File: config.mk
export PLATFORM = sky130hd
export DESIGN_NAME = epl_energy_pulse
export DESIGN_NICKNAME = d
export VERILOG_FILES = /design/src/hw/epl_pkg.sv /design/src/hw/epl_energy_pulse.sv
export SDC_FILE = /design/constraint.sdc
export NUM_CORES = 1
export LEC_CHECK = 0
export BUFFER_PORTS_ARGS = -buffer_cell sky130_fd_sc_hd__buf_2
export CORE_MARGIN = 10
export CORE_UTILIZATION = 40
export CTS_CLUSTER_SIZE = 10
export DETAILED_ROUTE_END_ITERATION = 16
export PLACE_DENSITY = 0.59
export SYNTH_ARGS = -nofsm -noshare
export SYNTH_HDL_FRONTEND = slang
export SYNTH_SLANG_ARGS = --single-unit
File: constraint.sdc
create_clock -name pclk -period 12.1 [get_ports pclk]
set_input_delay 1.815 -clock pclk [delete_from_list [all_inputs] [get_ports pclk]]
set_output_delay 1.815 -clock pclk [all_outputs]
set_load 0.1 [all_outputs]
File: src/hw/epl_pkg.sv
// Purpose: shared constants and types for the energy pulse and line-cycle block
// Assumes: 32-bit APB data, byte addresses, 250 MHz pclk
// Notes: all offsets, field positions and timing counts live here, plus the mode, scaling and half-cycle reset values
package epl_pkg;

  // clock and timing
  localparam int unsigned CLK_PERIOD_PS   = 4000;
  localparam int unsigned SAMPLE_DIV      = 4;        // master clocks per energy sample
  localparam int unsigned CAL_PULSE_NS    = 10000;    // calibration pulse high time
  localparam int unsigned CAL_PULSE_CYC   = (CAL_PULSE_NS * 1000 + CLK_PERIOD_PS - 1) / CLK_PERIOD_PS;
  localparam int unsigned CAL_CNT_W       = 12;

  // widths
  localparam int unsigned PWR_W           = 24;       // active power sample
  localparam int unsigned ACC_W           = 48;       // internal energy accumulator
  localparam int unsigned WORD_W          = 24;       // readable energy word
  localparam int unsigned SCALE_W         = 12;       // frequency scaling registers
  localparam int unsigned LCYC_W          = 16;       // half-cycle count

  // no-load threshold: 0.001 % of multiplier full scale
  localparam logic [PWR_W-1:0] PWR_FULL_SCALE = 24'h7FFFFF;
  localparam logic [PWR_W-1:0] NOLOAD_THRESH  = PWR_W'(PWR_FULL_SCALE / 100000);

  // register byte offsets
  localparam logic [7:0] OFS_LINE_ENERGY  = 8'h04;
  localparam logic [7:0] OFS_ENERGY_WORD  = 8'h08;
  localparam logic [7:0] OFS_MODE         = 8'h0C;
  localparam logic [7:0] OFS_IRQ_ENABLE   = 8'h10;
  localparam logic [7:0] OFS_IRQ_STATUS   = 8'h14;
  localparam logic [7:0] OFS_FREQ_NUM     = 8'h18;
  localparam logic [7:0] OFS_HALF_CYCLES  = 8'h1C;
  localparam logic [7:0] OFS_FREQ_DEN     = 8'h20;

  // field positions
  localparam int unsigned MODE_LINE_CYCLE_BIT = 7;
  localparam int unsigned MODE_POS_ONLY_BIT   = 15;
  localparam int unsigned IRQ_CYCLE_END_BIT   = 2;
  localparam int unsigned IRQ_WENT_POS_BIT    = 4;
  localparam int unsigned IRQ_WENT_NEG_BIT    = 5;

  // reset values
  localparam logic [15:0]        MODE_RESET   = 16'h0000;
  localparam logic [SCALE_W-1:0] SCALE_RESET  = 12'h000;
  localparam logic [LCYC_W-1:0]  LCYC_RESET   = 16'hFFFF;

  // event group shared by status and enable registers
  typedef struct packed {
    logic went_neg;
    logic went_pos;
    logic cycle_end;
  } epl_evt_t;

  // software-visible mode bits
  typedef struct packed {
    logic pos_only;
    logic line_cycle_mode_bit;
  } epl_mode_t;

  typedef enum logic [0:0] {
    LC_IDLE,
    LC_RUN
  } epl_lc_state_t;

endpackage

File: src/hw/epl_energy_pulse.sv
// Purpose: active energy accumulation, calibration pulse output and line-cycle accumulation
// Assumes: power samples come from logic on pclk; zero-crossing input is asynchronous
`timescale 1ns/1ps

module epl_energy_pulse
  import epl_pkg::*;
(
  input  wire logic              pclk,
  input  wire logic              presetn,
  input  wire logic              psel,
  input  wire logic              penable,
  input  wire logic              pwrite,
  input  wire logic [7:0]        paddr,
  input  wire logic [31:0]       pwdata,
  output logic      [31:0]       prdata,
  output logic                   pready,
  output logic                   pslverr,
  input  wire logic [PWR_W-1:0]  power_lowpass,
  input  wire logic              zero_cross_in,
  output logic                   cal_pulse_out,
  output logic                   irq_n_o,
  output logic                   irq_n_oe
);

  // absolute value of a signed power sample
  function automatic logic [PWR_W-1:0] abs_pwr(input logic [PWR_W-1:0] v);
    abs_pwr = v[PWR_W-1] ? PWR_W'(~v + 1'b1) : v;
  endfunction

  // zero written to a scaling register becomes one
  function automatic logic [SCALE_W-1:0] fix_scale(input logic [31:0] v);
    fix_scale = (v[SCALE_W-1:0] == '0) ? SCALE_W'(1) : v[SCALE_W-1:0];
  endfunction

  // registers
  epl_mode_t           mode;
  epl_evt_t            irq_enable;
  epl_evt_t            irq_status;
  logic [SCALE_W-1:0]  pulse_freq_numerator;
  logic [SCALE_W-1:0]  pulse_freq_denominator;
  logic [LCYC_W-1:0]   half_cycle_count;
  logic [WORD_W-1:0]   line_active_energy_result;

  // datapath state
  logic [1:0]          sample_phase;
  logic                sample_take;
  logic [ACC_W-1:0]    energy_acc;
  logic [ACC_W-1:0]    line_acc;
  logic [ACC_W-1:0]    next_energy_acc;
  logic                add_ok;
  logic                sample_neg;
  logic                last_neg;
  logic                dir_known;
  logic                dfc_pulse;
  logic [SCALE_W:0]    frac_acc;
  logic [CAL_CNT_W-1:0] cal_cnt;
  logic                zx_meta;
  logic                zx_sync;
  logic                zx_prev;
  logic                zx_event;
  epl_lc_state_t       lc_state;
  logic [LCYC_W-1:0]   lc_remaining;
  logic                lc_end;
  logic                went_pos_evt;
  logic                went_neg_evt;

  // bus decode
  logic                bus_setup;
  logic                bus_write;
  logic                addr_ok;
  logic [31:0]         next_prdata;
  logic                st_clr;

  assign bus_setup = psel & ~penable;
  assign bus_write = psel & penable & pready & pwrite;
  assign st_clr    = bus_write & (paddr == OFS_IRQ_STATUS);

  // read mux and address check
  always_comb
  begin
    next_prdata = 32'h0000_0000;
    addr_ok     = 1'b1;
    unique case (paddr)
      OFS_LINE_ENERGY: next_prdata[WORD_W-1:0] = line_active_energy_result;
      OFS_ENERGY_WORD: next_prdata[WORD_W-1:0] = energy_acc[ACC_W-1 -: WORD_W];
      OFS_MODE:
      begin
        next_prdata[MODE_LINE_CYCLE_BIT] = mode.line_cycle_mode_bit;
        next_prdata[MODE_POS_ONLY_BIT]   = mode.pos_only;
      end
      OFS_IRQ_ENABLE:
      begin
        next_prdata[IRQ_CYCLE_END_BIT] = irq_enable.cycle_end;
        next_prdata[IRQ_WENT_POS_BIT]  = irq_enable.went_pos;
        next_prdata[IRQ_WENT_NEG_BIT]  = irq_enable.went_neg;
      end
      OFS_IRQ_STATUS:
      begin
        next_prdata[IRQ_CYCLE_END_BIT] = irq_status.cycle_end;
        next_prdata[IRQ_WENT_POS_BIT]  = irq_status.went_pos;
        next_prdata[IRQ_WENT_NEG_BIT]  = irq_status.went_neg;
      end
      OFS_FREQ_NUM:    next_prdata[SCALE_W-1:0] = pulse_freq_numerator;
      OFS_HALF_CYCLES: next_prdata[LCYC_W-1:0]  = half_cycle_count;
      OFS_FREQ_DEN:    next_prdata[SCALE_W-1:0] = pulse_freq_denominator;
      default:         addr_ok = 1'b0;
    endcase
  end

  // apb answer: data, ready and error captured in the setup cycle
  always_ff @(posedge pclk or negedge presetn)
  begin
    if (!presetn)
    begin
      prdata  <= 32'h0000_0000;
      pready  <= 1'b0;
      pslverr <= 1'b0;
    end
    else
    begin
      pready  <= bus_setup;
      pslverr <= bus_setup & ~addr_ok;
      prdata  <= bus_setup ? next_prdata : 32'h0000_0000;
    end
  end

  // control registers written by software
  always_ff @(posedge pclk or negedge presetn)
  begin
    if (!presetn)
    begin
      mode.line_cycle_mode_bit <= MODE_RESET[MODE_LINE_CYCLE_BIT];
      mode.pos_only            <= MODE_RESET[MODE_POS_ONLY_BIT];
      irq_enable               <= '0;
      pulse_freq_numerator     <= SCALE_RESET;
      pulse_freq_denominator   <= SCALE_RESET;
      half_cycle_count         <= LCYC_RESET;
    end
    else if (bus_write)
    begin
      unique case (paddr)
        OFS_MODE:
        begin
          mode.line_cycle_mode_bit <= pwdata[MODE_LINE_CYCLE_BIT];
          mode.pos_only            <= pwdata[MODE_POS_ONLY_BIT];
        end
        OFS_IRQ_ENABLE:
        begin
          irq_enable.cycle_end <= pwdata[IRQ_CYCLE_END_BIT];
          irq_enable.went_pos  <= pwdata[IRQ_WENT_POS_BIT];
          irq_enable.went_neg  <= pwdata[IRQ_WENT_NEG_BIT];
        end
        OFS_FREQ_NUM:    pulse_freq_numerator   <= fix_scale(pwdata);
        OFS_FREQ_DEN:    pulse_freq_denominator <= fix_scale(pwdata);
        OFS_HALF_CYCLES: half_cycle_count       <= pwdata[LCYC_W-1:0];
        default:         ;
      endcase
    end
  end

  // sample strobe: one accumulation every four clocks
  always_ff @(posedge pclk or negedge presetn)
  begin
    if (!presetn)
    begin
      sample_phase <= 2'h0;
      sample_take  <= 1'b0;
    end
    else
    begin
      sample_phase <= sample_phase + 2'h1;
      sample_take  <= (sample_phase == 2'(SAMPLE_DIV - 1));
    end
  end

  // gating of the sample: no-load threshold and positive-only mode
  assign sample_neg = power_lowpass[PWR_W-1];
  assign add_ok     = (abs_pwr(power_lowpass) >= NOLOAD_THRESH)
                    & ~(mode.pos_only & sample_neg);
  assign next_energy_acc = energy_acc + {{(ACC_W-PWR_W){sample_neg}}, power_lowpass};

  // main signed accumulator and converter pulse on word LSB movement
  always_ff @(posedge pclk or negedge presetn)
  begin
    if (!presetn)
    begin
      energy_acc <= '0;
      dfc_pulse  <= 1'b0;
    end
    else
    begin
      dfc_pulse <= 1'b0;
      if (sample_take && add_ok)
      begin
        energy_acc <= next_energy_acc;
        // each add moves the word by at most one LSB, so a bit change marks it
        dfc_pulse  <= next_energy_acc[ACC_W-WORD_W] != energy_acc[ACC_W-WORD_W];
      end
    end
  end

  // power direction tracking on samples above the no-load floor
  always_ff @(posedge pclk or negedge presetn)
  begin
    if (!presetn)
    begin
      last_neg     <= 1'b0;
      dir_known    <= 1'b0;
      went_pos_evt <= 1'b0;
      went_neg_evt <= 1'b0;
    end
    else
    begin
      went_pos_evt <= 1'b0;
      went_neg_evt <= 1'b0;
      if (sample_take && abs_pwr(power_lowpass) >= NOLOAD_THRESH)
      begin
        dir_known    <= 1'b1;
        last_neg     <= sample_neg;
        went_pos_evt <= dir_known & last_neg & ~sample_neg;
        went_neg_evt <= dir_known & ~last_neg & sample_neg;
      end
    end
  end

  // divider: add numerator+1 per converter pulse, emit when denominator+1 reached
  always_ff @(posedge pclk or negedge presetn)
  begin
    if (!presetn)
    begin
      frac_acc <= '0;
      cal_cnt  <= '0;
    end
    else
    begin
      if (cal_cnt != '0)
        cal_cnt <= cal_cnt - CAL_CNT_W'(1);
      if (dfc_pulse)
      begin
        if (pulse_freq_numerator >= pulse_freq_denominator)
        begin
          frac_acc <= '0;
          cal_cnt  <= CAL_CNT_W'(CAL_PULSE_CYC);
        end
        else if (frac_acc + {1'b0, pulse_freq_numerator} + 1'b1 >= {1'b0, pulse_freq_denominator} + 1'b1)
        begin
          frac_acc <= frac_acc + {1'b0, pulse_freq_numerator} - {1'b0, pulse_freq_denominator};
          cal_cnt  <= CAL_CNT_W'(CAL_PULSE_CYC);
        end
        else
          frac_acc <= frac_acc + {1'b0, pulse_freq_numerator} + 1'b1;
      end
    end
  end

  // calibration pulse drive
  always_ff @(posedge pclk or negedge presetn)
  begin
    if (!presetn)
      cal_pulse_out <= 1'b0;
    else
      cal_pulse_out <= (cal_cnt != '0);
  end

  // zero-crossing synchroniser and edge detect, both edges count
  always_ff @(posedge pclk or negedge presetn)
  begin
    if (!presetn)
    begin
      zx_meta  <= 1'b0;
      zx_sync  <= 1'b0;
      zx_prev  <= 1'b0;
    end
    else
    begin
      zx_meta <= zero_cross_in;
      zx_sync <= zx_meta;
      zx_prev <= zx_sync;
    end
  end

  assign zx_event = zx_sync ^ zx_prev;

  // line-cycle sequencer: count half cycles, latch result, restart
  always_ff @(posedge pclk or negedge presetn)
  begin
    if (!presetn)
    begin
      lc_state     <= LC_IDLE;
      lc_remaining <= LCYC_RESET;
      lc_end       <= 1'b0;
    end
    else
    begin
      lc_end <= 1'b0;
      unique case (lc_state)
        LC_IDLE:
        begin
          if (mode.line_cycle_mode_bit)
          begin
            lc_state     <= LC_RUN;
            lc_remaining <= half_cycle_count;
          end
        end
        LC_RUN:
        begin
          if (!mode.line_cycle_mode_bit)
            lc_state <= LC_IDLE;
          else if (zx_event)
          begin
            if (lc_remaining <= LCYC_W'(1))
            begin
              lc_end       <= 1'b1;
              lc_remaining <= half_cycle_count;
            end
            else
              lc_remaining <= lc_remaining - LCYC_W'(1);
          end
        end
      endcase
    end
  end

  // line energy accumulator and result latch
  always_ff @(posedge pclk or negedge presetn)
  begin
    if (!presetn)
    begin
      line_acc                  <= '0;
      line_active_energy_result <= '0;
    end
    else
    begin
      if (lc_state == LC_IDLE || lc_end)
        line_acc <= '0;
      else if (sample_take && add_ok)
        line_acc <= line_acc + {{(ACC_W-PWR_W){sample_neg}}, power_lowpass};
      if (lc_end)
        line_active_energy_result <= line_acc[ACC_W-1 -: WORD_W];
    end
  end

  // sticky status, write one to clear, a new event beats the clear
  always_ff @(posedge pclk or negedge presetn)
  begin
    if (!presetn)
    begin
      irq_status <= '0;
    end
    else
    begin
      irq_status.cycle_end <= lc_end | (irq_status.cycle_end & ~(st_clr & pwdata[IRQ_CYCLE_END_BIT]));
      irq_status.went_pos  <= went_pos_evt | (irq_status.went_pos & ~(st_clr & pwdata[IRQ_WENT_POS_BIT]));
      irq_status.went_neg  <= went_neg_evt | (irq_status.went_neg & ~(st_clr & pwdata[IRQ_WENT_NEG_BIT]));
    end
  end

  // open-drain interrupt request: pull low while an enabled flag stands
  always_ff @(posedge pclk or negedge presetn)
  begin
    if (!presetn)
    begin
      irq_n_oe <= 1'b0;
      irq_n_o  <= 1'b0;
    end
    else
    begin
      irq_n_oe <= |(irq_status & irq_enable);
      irq_n_o  <= 1'b0;
    end
  end

endmodule

# Word-level counts from Yosys, hierarchy flattened
# Cells that the tools add are included.
[word_totals] register_bits=250 input_bits=70 out_inout_bits=37 word_cells=143
[op_classes] n_eq_ne=13 muxes=35 add_sub_neg=10 magnitude_cmp=4 reduce_logical=14 n_bitwise=33
[ops] op="$add A48 B48 Y48" count=2
[ops] op="$mux W48" count=2
[ops] op="$mux W16" count=4
[ops] op="$mux W12" count=5
[ops] op="$mux W24" count=2
[ops] op="$eq A8 B5 Y1 const B" count=4
[ops] op="$pmux W16 S2" count=1
[ops] op="$mux W13" count=2
[ops] op="$add A24 B1 Y24 const B" count=1
[ops] op="$ge A24 B7 Y1 const B" count=1
[ops] op="$not A24 Y24" count=1
[ops] op="$pmux W4 S5" count=1
[ops] op="$and A1 B1 Y1" count=18
[ops] op="$eq A8 B4 Y1 const B" count=2
[ops] op="$le A16 B1 Y1 const B" count=1
[ops] op="$pmux W8 S2" count=1
[ops] op="$sub A16 B1 Y16 const B" count=1
[ops] op="$pmux W2 S7" count=1
[ops] op="$add A12 B1 Y13 const B" count=1
[ops] op="$add A13 B1 Y13 const B" count=1
[ops] op="$add A13 B12 Y13" count=1
[ops] op="$ge A13 B13 Y1" count=1
[ops] op="$sub A13 B12 Y13" count=1
[ops] op="$ge A12 B12 Y1" count=1
[ops] op="other kinds (27)" count=53

# Depth between registers and ports, before layout
# Gate-level depths: netlist of the first run.
[logic_depth] word_depth=8 depth_mapped=20 ltp_nobuf=19

# Worst setup path after synthesis of the first run
# No wires, ideal clock.
[synth_path] path_kind="input to register" startpoint="input power_lowpass[0]" endpoint="register line_acc[42]" path_stages=12 n_path_buf=0 path_slack_ps=7283 required_time_ps=12031 arrival_time_ps=4748 setup_time_ps=69 path_cell_list="ha_1 -> fa_1 -> a211oi_1 -> o21ai_0 -> a31oi_1 -> a211o_1 -> o31a_1 -> o311a_1 -> o31ai_1 -> a31oi_1 -> or4_1 -> nand3_1"
[synth_between] elab_chain_cells=7 word_cells_on_any_way=10 cone_classes="2 x add/sub; 1 x order compare; 3 x mux; 2 x bitwise; 2 x reduce/logical"
[synth_rtl] element="start: declaration" line="epl_energy_pulse.sv:18" rtl="input wire logic [PWR_W-1:0] power_lowpass,"
[synth_rtl] element="$not A24 Y24" line="epl_energy_pulse.sv:27" rtl="abs_pwr = v[PWR_W-1] ? PWR_W'(~v + 1'b1) : v;"
[synth_rtl] element="$add A24 B1 Y24" line="epl_energy_pulse.sv:27"
[synth_rtl] element="$mux W24" line="epl_energy_pulse.sv:27"
[synth_rtl] element="$ge A24 B7 Y1" line="epl_energy_pulse.sv:178" rtl="assign add_ok = (abs_pwr(power_lowpass) >= NOLOAD_THRESH)"
[synth_rtl] element="$and A1 B1 Y1" line="epl_energy_pulse.sv:179" rtl="& ~(mode.pos_only & sample_neg);"
[synth_rtl] element="$logic_and A1 B1 Y1" line="epl_energy_pulse.sv:336" rtl="else if (sample_take && add_ok)"
[synth_rtl] element="$reduce_bool A2 Y1 (no source line)"
[synth_rtl] element="end signal: assignment" line="epl_energy_pulse.sv:337" rtl="line_acc <= line_acc + {{(ACC_W-PWR_W){sample_neg}}, power_lowpass};"
[synth_rtl] element="end: declaration" line="epl_energy_pulse.sv:48" rtl="logic [ACC_W-1:0] line_acc;"
# Several ways; a longest one is shown, not always the timed one. The select of a mux whose other input is x is not followed.
# A chain may end at the register's enable or synchronous reset.

# Worst setup path in the final report of the first run
[layout_path] startpoint="input power_lowpass[1]" endpoint="register line_acc[3]"
# Same word-level chain as after synthesis.

==> key figures, run 1 <==
Yosys
  – Most frequent cell after synthesis: dfrtp_1
  – Syn Inst Count: 2,127
  – Synth area leader: dfrtp_1
  – Ys Warns: 0
  – Post-synth ARST share: 1.00
  – Top cell type's share of synthesized area: 0.295
  – Synth area leaders: dfrtp_1 30%, ha_1 10%, a21oi_1 4.8%
  – Yosys reg bits: 250
  – Register area share after synthesis: 0.341
  – Mean Syn Cell Area: 8.69 um^2
  – Synth cell types: 87
  – EDFF count, synth: 0
  – Commonest cells post-synth: 218 x dfrtp_1, 191 x nand2_1, 187 x nor2_1, 178 x a21oi_1, 150 x ha_1
  – Synthesized area: 0.0185 mm^2
  – Synth Flop Type: dfrtp_1

Finish
  – Area grow syn2layout: 10.6%
  – Fin nets: 2,381
  – Reg area: 0.00630 mm^2
  – Final core occ: 0.449
  – Post-route cell area: 0.0204 mm^2
  – Fraction of layout cells with a size suffix above 1: 0.122
  – Ant diodes: 0
  – Fillcell total: 4,473
  – Area occupied by multi-input gates: 0.0114 mm^2
  – Finished Layout Cells: 2,781

Floorplan
  – Die H: 235 um
  – Core footprint: 0.0455 mm^2
  – Std-Cell Rows: 78
  – Die area: 0.0552 mm^2
  – Die width: 235 um
  – # IOs: 107
  – Initial core utilization: 0.406

Power and ir drop
  – Clock group share of total power: 0.298
  – Leakage Power: 9.28 nW
  – Final Power: 3.41 mW
  – Sw Ratio: 0.375
  – Comb power frac: 0.387
  – Maximum vdd drop: 0.0968 mV
  – Register share of total power: 0.315
  – Internal power: 2.13 mW
  – Power per standard cell area: 167 mW/mm^2
  – Switching pwr: 1.28 mW

Clock tree
  – Root buffer cell: clkbuf_16
  – CTS tree: yes
  – Clock transition at path regs: 0.05 ns
  – # hold bufs at CTS: 0
  – Post_cts resized: 0
  – # Post-CTS Setup Buffers: 0
  – Num CTS Buffers: 34
  – Clk Latency, worst-skew pair: 0.55 ns
  – CTS Buffer Depth: 3
  – Clk sinks: 250
  – H-Tree Level Count: 2

STA
  – Setup ws final: 6.26 ns
  – Slew HR: 0.290
  – Max-slew violation count: 0
  – Final Skew: 0.0174 ns
  – Worst-Margin Slew: 1.06 ns
  – RSZ-0062 raised after global routing: false
  – Worst hold slack: 0.357 ns
  – Final number of hold-violating endpoints: 0
  – Max frequency: 171 MHz
  – Fin crit share: 0.483
  – Final setup vio count: 0
  – Final setup TNS: 0 ns
  – Fin crit period: 5.84 ns

Critical path
  – CP Data Arrival Time: 6.22 ns
  – Critical Path End Type: flop
  – Crit start category: input port
  – Crit-path max FO: 87
  – WP data required: 12.48 ns
  – CP Class: input port to flop

Min path
  – Worst min path class: flop to flop

Placed design
  – Pre-CTS WS: 5.66 ns
  – Placed cells: 2,721
  – Port Buffers: 81
  – Placement Cell Area: 0.0193 mm^2
  – GP Congestion: 0.889
  – Post-DP HPWL: 37.0 mm

Detailed routing
  – Post-DRT Antenna Nets: 0
  – Via count: 15,977
  – Final wirelength: 50.5 mm
  – Drt wl/cell: 18.2 um
  – Drt via density: 5.75
  – Drt pass-1 iters: 5
  – Initial drt markers: 1,149
  – DRC: 0

GRT
  – Total GRT Usage: 0.179
  – Pin count of the biggest net entering global routing: 116
  – Vias in the first global route: 15,711
  – Antenna violations before repair: 0
  – First-pass GRT wire length: 83.3 mm
  – Grt ovf: 0

Run status
  – Status: complete, no violations

Flow run
  – Max Cap Viol: 0
[state kept, by name, indices dropped and copies added (netlist names), 3 cells and up]
signal,count
energy_acc,48
line_acc,48
line_active_energy_result,24
prdata,24
half_cycle_count,16
lc_remaining,16
frac_acc,13
cal_cnt,12
pulse_freq_denominator,12
pulse_freq_numerator,12
irq_enable,3
irq_status,3
[power by group through the flow]
stage | clock network, mW | logic, mW | registers [mW]
2_1_floorplan | 0 | 1.04 | 1.04
3_3_place_gp | 0 | 1.28 | 1.08
3_5_place_dp | 0 | 1.30 | 1.09
4_1_cts | 1.05 | 1.31 | 1.07
5_1_grt | 1.08 | 1.49 | 1.09
6_report | 1.02 | 1.32 | 1.07
[worst max-delay path, cell delays in order]
cell and delay [ns]:
buf_2 0.16, inv_1 0.13, ha_1 0.21, nor3b_1 0.71, nand3_1 0.14, a211oi_1 0.30
o2111ai_1 0.21, a2111oi_2 0.40, a31o_2 0.38, a21o_4 0.64, buf_4 0.70, nor3_1 0.14
a21oi_1 0.14, nor2_1 0.06
[per-layer routing]
| metal | track usage | part of all wire | vias up |
|---|---|---|---|
| li1 | - | - | 7858 |
| met1 | 0.243 | 0.48 | 7703 |
| met3 | 0.0297 | 0.045 | 78 |
| met4 | 0.0571 | 0.024 | 0 |
| met2 | 0.285 | 0.45 | 338 |
| met5 | 0 | 0 | - |
[final timing paths]
| kind | depth (start not counted) | slack, ns | startpoint | to |
|---|---|---|---|---|
| setup / recovery | 14 | 6.26 | power_lowpass[1] | line_acc[3] |
| hold / removal | 0 | 0.36 | zx_meta | zx_sync |
| setup reg to reg | 20 | 7.14 | pulse_freq_numerator[0] | frac_acc[12] |
| hold reg to reg | 0 | 0.36 | zx_meta | zx_sync |
| max in group asynchronous | 3 | 8.49 | presetn | line_acc[11] |
| min in group asynchronous | 1 | 1.37 | presetn | prdata[23] |
[cell type report]
cell class	count	area share
repair buffers	96	0.0258
clock buffers	53	0.0507
multi-input cells	1684	0.558
clock inverters	7	0.00435
flip-flops and latches	250	0.308
well taps	600	0.0367
inverters	91	0.0167
[logic make-up (layout without fill, tap and decap cells)]
family	count (synthesis)	in the layout	share of synthesized area
buf+inv	201	247	0.0461
xor+xnor	121	121	0.0574
flops	250	250	0.341
compound gates	658	658	0.228
mux	91	91	0.0537
other cells	1	9	0.000203
simple gates	651	651	0.168
fa+ha+maj	154	154	0.106
[layout by cell type (no fill, tap or decap), types with 44 or more instances in the layout]
cell	instances
a21o_1	66
dfrtp_1	218
xnor2_1	77
inv_1	91
xor2_1	44
nor3_1	55
o21ai_0	143
buf_2	80
nor2_1	187
nand2_1	191
a21oi_1	178
mux2_2	65
ha_1	150
Note: power is estimated with default switching activity, not from simulation.
==> run 2: changes to the inputs <==
==> constraint.sdc (replaced) <==
create_clock -name pclk -period 6 [get_ports pclk]
set_input_delay 0.9 -clock pclk [delete_from_list [all_inputs] [get_ports pclk]]
set_output_delay 0.9 -clock pclk [all_outputs]
set_load 0.1 [all_outputs]
==> run 2 against run 1 <==
Cell area is essentially flat. Critical path depth is 6 higher. Register-to-register slack got worse by 6.1 ns. Clock power up 94%. Global-route usage shrank 0.12 points. Non-clock buffer count up 5. Sequential power increased by 100%. Worst setup slack worse by 5.2 ns. Largest cell class unchanged.
==> key figures, run 2 (synthesis gave the netlist of run 1 again) <==
Finish
  – Final core occ: 0.449 (about the same)
  – Fraction of layout cells with a size suffix above 1: 0.124 (+0.00121)
  – Largest registers: energy_acc x48, line_acc x48
  – Commonest non-fill, non-tap cell in the layout: dfrtp_1
  – Area grow syn2layout: 10.6% (about the same)
  – Fin nets: 2,386 (+0.21%)
  – Fillcell total: 4,459 (-0.31%)
  – Most frequent cells in the layout: 218 x dfrtp_1, 191 x nand2_1, 187 x nor2_1
  – Ant diodes: 0 (unchanged)

Floorplan
  – Die H: 235 um (unchanged)
  – Die area: 0.0552 mm^2 (unchanged)
  – Die width: 235 um (unchanged)
  – Core footprint: 0.0455 mm^2 (unchanged)
  – Std-Cell Rows: 78 (unchanged)
  – # IOs: 107 (unchanged)
  – Initial core utilization: 0.406 (unchanged)

Critical path
  – CP Class: flop to flop
  – Critical Path End Type: flop
  – Crit start category: flop
  – CP Data Arrival Time: 5.38 ns (-0.84 ns)
  – Crit-path max FO: 24 (-72%)
  – WP data required: 6.43 ns (-6.05 ns)

Detailed routing
  – Drt via density: 5.72 (-0.45%)
  – Drt wl/cell: 18.1 um (-0.60%)
  – Post-DRT Antenna Nets: 0 (unchanged)
  – DRC: 0 (unchanged)
  – Via count: 15,923 (-0.34%)
  – Drt pass-1 iters: 5 (unchanged)
  – Final wirelength: 50.3 mm (-0.49%)
  – Initial drt markers: 1,092 (-5.0%)

STA
  – Worst-Margin Slew: 1.05 ns (-0.0194 ns)
  – Worst hold slack: 0.355 ns (-0.00220 ns)
  – RSZ-0062 raised after global routing: false
  – Final number of hold-violating endpoints: 0 (unchanged)
  – Final Skew: 0.0218 ns (+0.00434 ns)
  – Final setup TNS: 0 ns (unchanged)
  – Slew HR: 0.303 (+0.0129)
  – Fin crit period: 4.95 ns
  – Max-slew violation count: 0 (unchanged)
  – Setup ws final: 1.05 ns (-5.21 ns)
  – Final setup vio count: 0 (unchanged)
  – Fin crit share: 0.825
  – Max frequency: 202 MHz

GRT
  – Grt ovf: 0 (unchanged)
  – First-pass GRT wire length: 83.1 mm (-0.30%)
  – Vias in the first global route: 15,770 (+0.38%)
  – Pin count of the biggest net entering global routing: 135 (+16%)
  – Antenna violations before repair: 2 (+2)
  – Total GRT Usage: 0.178 (-0.00116)

Clock tree
  – Clock transition at path regs: 0.05 ns (about the same)
  – Post_cts resized: 0 (unchanged)
  – CTS tree: yes
  – # Post-CTS Setup Buffers: 0 (unchanged)
  – Clk sinks: 250 (unchanged)
  – Root buffer cell: clkbuf_16
  – Clk Latency, worst-skew pair: 0.54 ns (about the same)
  – H-Tree Level Count: 2 (unchanged)
  – CTS Buffer Depth: 3 (unchanged)
  – # hold bufs at CTS: 0 (unchanged)
  – Num CTS Buffers: 34 (unchanged)

Placed design
  – Post-DP HPWL: 36.9 mm (-0.19%)
  – GP Congestion: 0.889 (unchanged)
  – Pre-CTS WS: 1.10 ns (-4.57 ns)
  – Port Buffers: 81 (unchanged)

Power and ir drop
  – Leakage Power: 9.29 nW (about the same)
  – Power per standard cell area: 333 mW/mm^2 (+99%)
  – Maximum vdd drop: 0.174 mV (+80%)

Flow run
  – Max Cap Viol: 0 (unchanged)

Run status
  – Status: complete, no violations

Min path
  – Worst min path class: flop to flop
==> run 2: cell types whose count changed in the layout (fill, tap and decap cells not counted) <==
cell        before  now
buf_12           0    2
buf_4           15   18
clkbuf_16       37   35
clkbuf_8         5    4
clkinv_4         1    0
clkinvlp_4       0    1
inv_6            0    1
==> run 2: cell type report <==
cell class / instances / area, um^2 / area share
Multi-Input combinational cell: 1684 / 11400 / 0.557
Sequential cell: 250 / 6300 / 0.308
Clock buffer: 50 / 972 / 0.0476
Tap cell: 600 / 751 / 0.0367
Timing Repair Buffer: 101 / 591 / 0.0289
Inverter: 91 / 342 / 0.0167
Clock inverter: 8 / 96.3 / 0.00471
==> run 2: report_power, final <==
group / total, mW / internal (mW) / leakage [nW] / switching (mW)
logic: 2.66 / 1.09 / 5.64 / 1.57
registers: 2.16 / 1.94 / 3.12 / 0.221
clock network: 1.98 / 1.20 / 0.522 / 0.777
total: 6.80 / 4.24 / 9.29 / 2.57
==> run 2: metal layers <==
metal | vias up | GRT usage | part of all wire
li1 | 7867 | - | -
met1 | 7635 | 0.240 | 0.47
met2 | 352 | 0.287 | 0.46
met3 | 67 | 0.0321 | 0.052
met4 | 2 | 0.0472 | 0.019
met5 | - | 0 | 0.00026
==> run 2: worst max-delay path, cell delays in order (launching register included) <==
cell     delay, ns
dfrtp_1       0.42
ha_1          0.23
inv_1         0.07
fa_1          0.23
nor2b_1       0.06
o21ai_0       0.25
a21oi_1       0.20
nor2b_1       0.30
nand4_1       0.20
nor4b_1       0.69
nand2_1       0.14
xnor2_1       0.24
ha_1          0.28
nand4_1       0.10
a21oi_1       0.05
a221o_1       0.34
a31oi_2       0.18
buf_4         0.29
and4_1        0.27
nor3_1        0.06
o32ai_1       0.26
==> run 2: per-stage QoR <==
step	total power, mW	cell area [um^2]	instances
floorplan	4.19	18500	2135
global placement	4.76	19400	2726
detailed placement	4.81	19400	2726
CTS	6.84	20400	2784
global route	7.31	20400	2784
finish	6.80	20400	2784
==> run 2: final timing paths <==
path | start | depth (start not counted) | to | slack, ns
setup / recovery | pulse_freq_numerator[0] | 20 | frac_acc[12] | 1.05
hold / removal | zx_meta | 0 | zx_sync | 0.36
setup reg to reg | pulse_freq_numerator[0] | 20 | frac_acc[12] | 1.05
hold reg to reg | zx_meta | 0 | zx_sync | 0.36
max in group asynchronous | presetn | 2 | sample_phase[0] | 4.38
min in group asynchronous | presetn | 1 | prdata[23] | 0.42
==> run 3: changes to the inputs <==
--- a/config.mk
+++ b/config.mk
@@ -10,7 +10,7 @@
 export CORE_UTILIZATION = 40
 export CTS_CLUSTER_SIZE = 10
 export DETAILED_ROUTE_END_ITERATION = 16
-export PLACE_DENSITY = 0.59
+export PLACE_DENSITY = 0.61
 export SYNTH_ARGS = -nofsm -noshare
 export SYNTH_HDL_FRONTEND = slang
 export SYNTH_SLANG_ARGS = --single-unit
==> constraint.sdc (replaced) <==
create_clock -name pclk -period 4.3 [get_ports pclk]
set_input_delay 0.645 -clock pclk [delete_from_list [all_inputs] [get_ports pclk]]
set_output_delay 0.645 -clock pclk [all_outputs]
set_load 0.1 [all_outputs]
==> run 3 against run 2 <==
Worst hold slack lost 0.32 ns. Register-to-register slack worse by 0.99 ns. Worst setup slack worse by 0.99 ns. Die area did not move.
==> key figures, run 3 (synthesis gave the netlist of run 1 again) <==
Run status
  – Status: complete, no violations

Power and ir drop
  – Leakage Power: 9.76 nW (+5.0%)
  – Maximum vdd drop: 0.341 mV (+96%)
  – Power per standard cell area: 469 mW/mm^2 (+41%)

STA
  – Max frequency: 236 MHz (+17%)
  – Final number of hold-violating endpoints: 0 (unchanged)
  – Final Skew: 0.0324 ns (+0.0107 ns)
  – Fin crit period: 4.24 ns (-0.708 ns)
  – RSZ-0062 raised after global routing: true
  – Worst hold slack: 0.0327 ns (-0.322 ns)
  – Final setup TNS: 0 ns (unchanged)
  – Fin crit share: 0.986 (+0.162)
  – Slew HR: 0.277 (-0.0261)
  – Final setup vio count: 0 (unchanged)
  – Max-slew violation count: 0 (unchanged)
  – Worst-Margin Slew: 1.08 ns (+0.0392 ns)

Clock tree
  – # hold bufs at CTS: 0 (unchanged)
  – Num CTS Buffers: 34 (unchanged)
  – CTS Buffer Depth: 3 (unchanged)
  – Clock transition at path regs: 0.06 ns (about the same)
  – Root buffer cell: clkbuf_16
  – Clk sinks: 250 (unchanged)
  – CTS tree: yes
  – Clk Latency, worst-skew pair: 0.56 ns (+0.02 ns)
  – H-Tree Level Count: 2 (unchanged)

GRT
  – Total GRT Usage: 0.180 (+0.00182)
  – Vias in the first global route: 15,678 (-0.58%)
  – Pin count of the biggest net entering global routing: 107 (-21%)
  – Grt ovf: 0 (unchanged)
  – First-pass GRT wire length: 83.4 mm (+0.42%)
  – Antenna violations before repair: 0 (-2)

Critical path
  – Critical Path End Type: flop
  – Crit-path max FO: 8 (-67%)
  – R2R depth: 23 (+15%)
  – Worst-path cell chain: ha_2 -> inv_2 -> fa_2 -> nor2b_2 -> o21ai_2 -> a21oi_2 -> o21ai_2 -> nor3b_4 -> buf_4 -> nor4b_2 -> buf_4 -> nand2_1 -> xnor2_2 -> ha_1 -> a21o_1 -> a221o_1 -> a31oi_4 -> buf_6 -> buf_8 -> buf_6 -> nand2_2 -> o31a_1 -> o22ai_1
  – Delay-heaviest family, CP: compound AO/OA/AOI/OAI gates
  – WP depth: 23 (+15%)
  – WP data required: 4.78 ns (-1.65 ns)
  – Crit-path slowest cell: fa_2
  – CP Data Arrival Time: 4.72 ns (-0.66 ns)
  – Crit-path max cell delay: 0.38 ns (-0.31 ns)
  – Crit start category: flop
  – Worst path bufs/invs: 6 (+4)
  – CP Class: flop to flop

Detailed routing
  – Via count: 16,314 (+2.5%)
  – DRC: 0 (unchanged)
  – Post-DRT Antenna Nets: 0 (unchanged)
  – Drt wl/cell: 18.1 um (about the same)
  – Drt via density: 5.69 (-0.44%)
  – Final wirelength: 51.7 mm (+2.9%)
  – Initial drt markers: 1,223 (+12%)
  – Drt pass-1 iters: 6 (+1)

Floorplan
  – Die area: 0.0552 mm^2 (unchanged)
  – Die width: 235 um (unchanged)
  – Die H: 235 um (unchanged)
  – Core footprint: 0.0455 mm^2 (unchanged)
  – Std-Cell Rows: 78 (unchanged)
  – # IOs: 107 (unchanged)
  – Initial core utilization: 0.406 (unchanged)

Finish
  – Post-route cell area: 0.0213 mm^2 (+4.3%)
  – Fin nets: 2,463 (+3.2%)
  – Fillcell total: 4,407 (-1.2%)
  – Area grow syn2layout: 15.4%
  – Commonest non-fill, non-tap cell in the layout: dfrtp_1
  – Ant diodes: 0 (unchanged)
  – Final core occ: 0.469 (+0.0193)
  – Finished Layout Cells: 2,865 (+2.9%)
  – Largest registers: energy_acc x48, line_acc x48
  – Fraction of layout cells with a size suffix above 1: 0.165 (+0.0415)
  – Most frequent cells in the layout: 218 x dfrtp_1, 190 x nand2_1, 187 x nor2_1

Flow run
  – Max Cap Viol: 0 (unchanged)

Placed design
  – Placed cells: 2,794 (+2.5%)
  – Port Buffers: 81 (unchanged)
  – GP Congestion: 0.889 (about the same)
  – Post-DP HPWL: 38.7 mm (+4.8%)
  – Placement Cell Area: 0.0199 mm^2 (+2.9%)

Min path
  – Worst min path class: input port to asynchronous set/reset pin
-- run 3: cell count changes in the layout (fill, tap and decap cells not counted), sizes merged --
cell	previous run	this run
clkinv	4	2
buf	101	178
clkbuf	50	53
bufinv	2	4
inv	92	93
-- run 3: stage by stage --
step	worst slack [ns]	total power, mW
after floorplan	0.0254	5.85
after global placement	-0.0822	6.85
after detailed placement	-0.221	6.93
after CTS	0.00735	9.96
after global routing	-0.170	10.7
final	0.0584	10.0
-- run 3: cell type report --
class / count / area [um^2] / area share
Multi-Input combinational cell: 1684 / 11500 / 0.541
Sequential cell: 250 / 6300 / 0.295
Timing Repair Buffer: 178 / 1240 / 0.0580
Clock buffer: 53 / 983 / 0.0461
Tap cell: 600 / 751 / 0.0352
Inverter: 91 / 342 / 0.0160
Clock inverter: 9 / 166 / 0.00781
-- run 3: worst paths after layout --
| check | from | slack, ns | to |
|---|---|---|---|
| max in group asynchronous | presetn | 3.30 | energy_acc[6] |
| worst max-delay path | frac_acc[0] | 0.06 | frac_acc[4] |
| worst min-delay path | presetn | 0.03 | zx_meta |
| worst min register to register | zx_meta | 0.35 | zx_sync |
| worst max register to register | frac_acc[0] | 0.06 | frac_acc[4] |
| min in group pclk | zero_cross_in | 0.20 | zx_meta |
-- run 3: where the power goes --
group          internal, mW  total, mW  switching [mW]  leakage (nW)
sequential             2.71       3.04           0.330          3.12
clock                  1.82       2.95            1.12         0.555
combinational          1.73       4.02            2.28          6.08
total                  6.26       10.0            3.74          9.76
-- run 3: timing repair --
action / in CTS / in global routing
endpoints found under the hold margin: 0 / 0
buffers inserted: 0 / 9
gates resized for setup: 11 / 30
setup endpoints to repair: 19 / 25
pin swaps: 1 / 23
-- run 3: worst reg2reg max path, cell delays in order (launching register included) --
cell     delay, ns
dfrtp_1       0.35
ha_2          0.20
inv_2         0.04
fa_2          0.38
nor2b_2       0.13
o21ai_2       0.07
a21oi_2       0.18
o21ai_2       0.09
nor3b_4       0.17
buf_4         0.15
nor4b_2       0.25
buf_4         0.18
nand2_1       0.08
xnor2_2       0.14
ha_1          0.31
a21o_1        0.19
a221o_1       0.36
a31oi_4       0.23
buf_6         0.17
buf_8         0.13
buf_6         0.11
nand2_2       0.05
o31a_1        0.11
o22ai_1       0.10
-- run 3: routing by layer --
| metal | vias up | routed length, um | global-route usage |
|---|---|---|---|
| met1 | 7810 | 24100 | 0.243 |
| met2 | 407 | 23700 | 0.286 |
| met5 | - | 0 | 0 |
| met4 | 0 | 1100 | 0.0487 |
| li1 | 8021 | - | - |
| met3 | 76 | 2920 | 0.0361 |
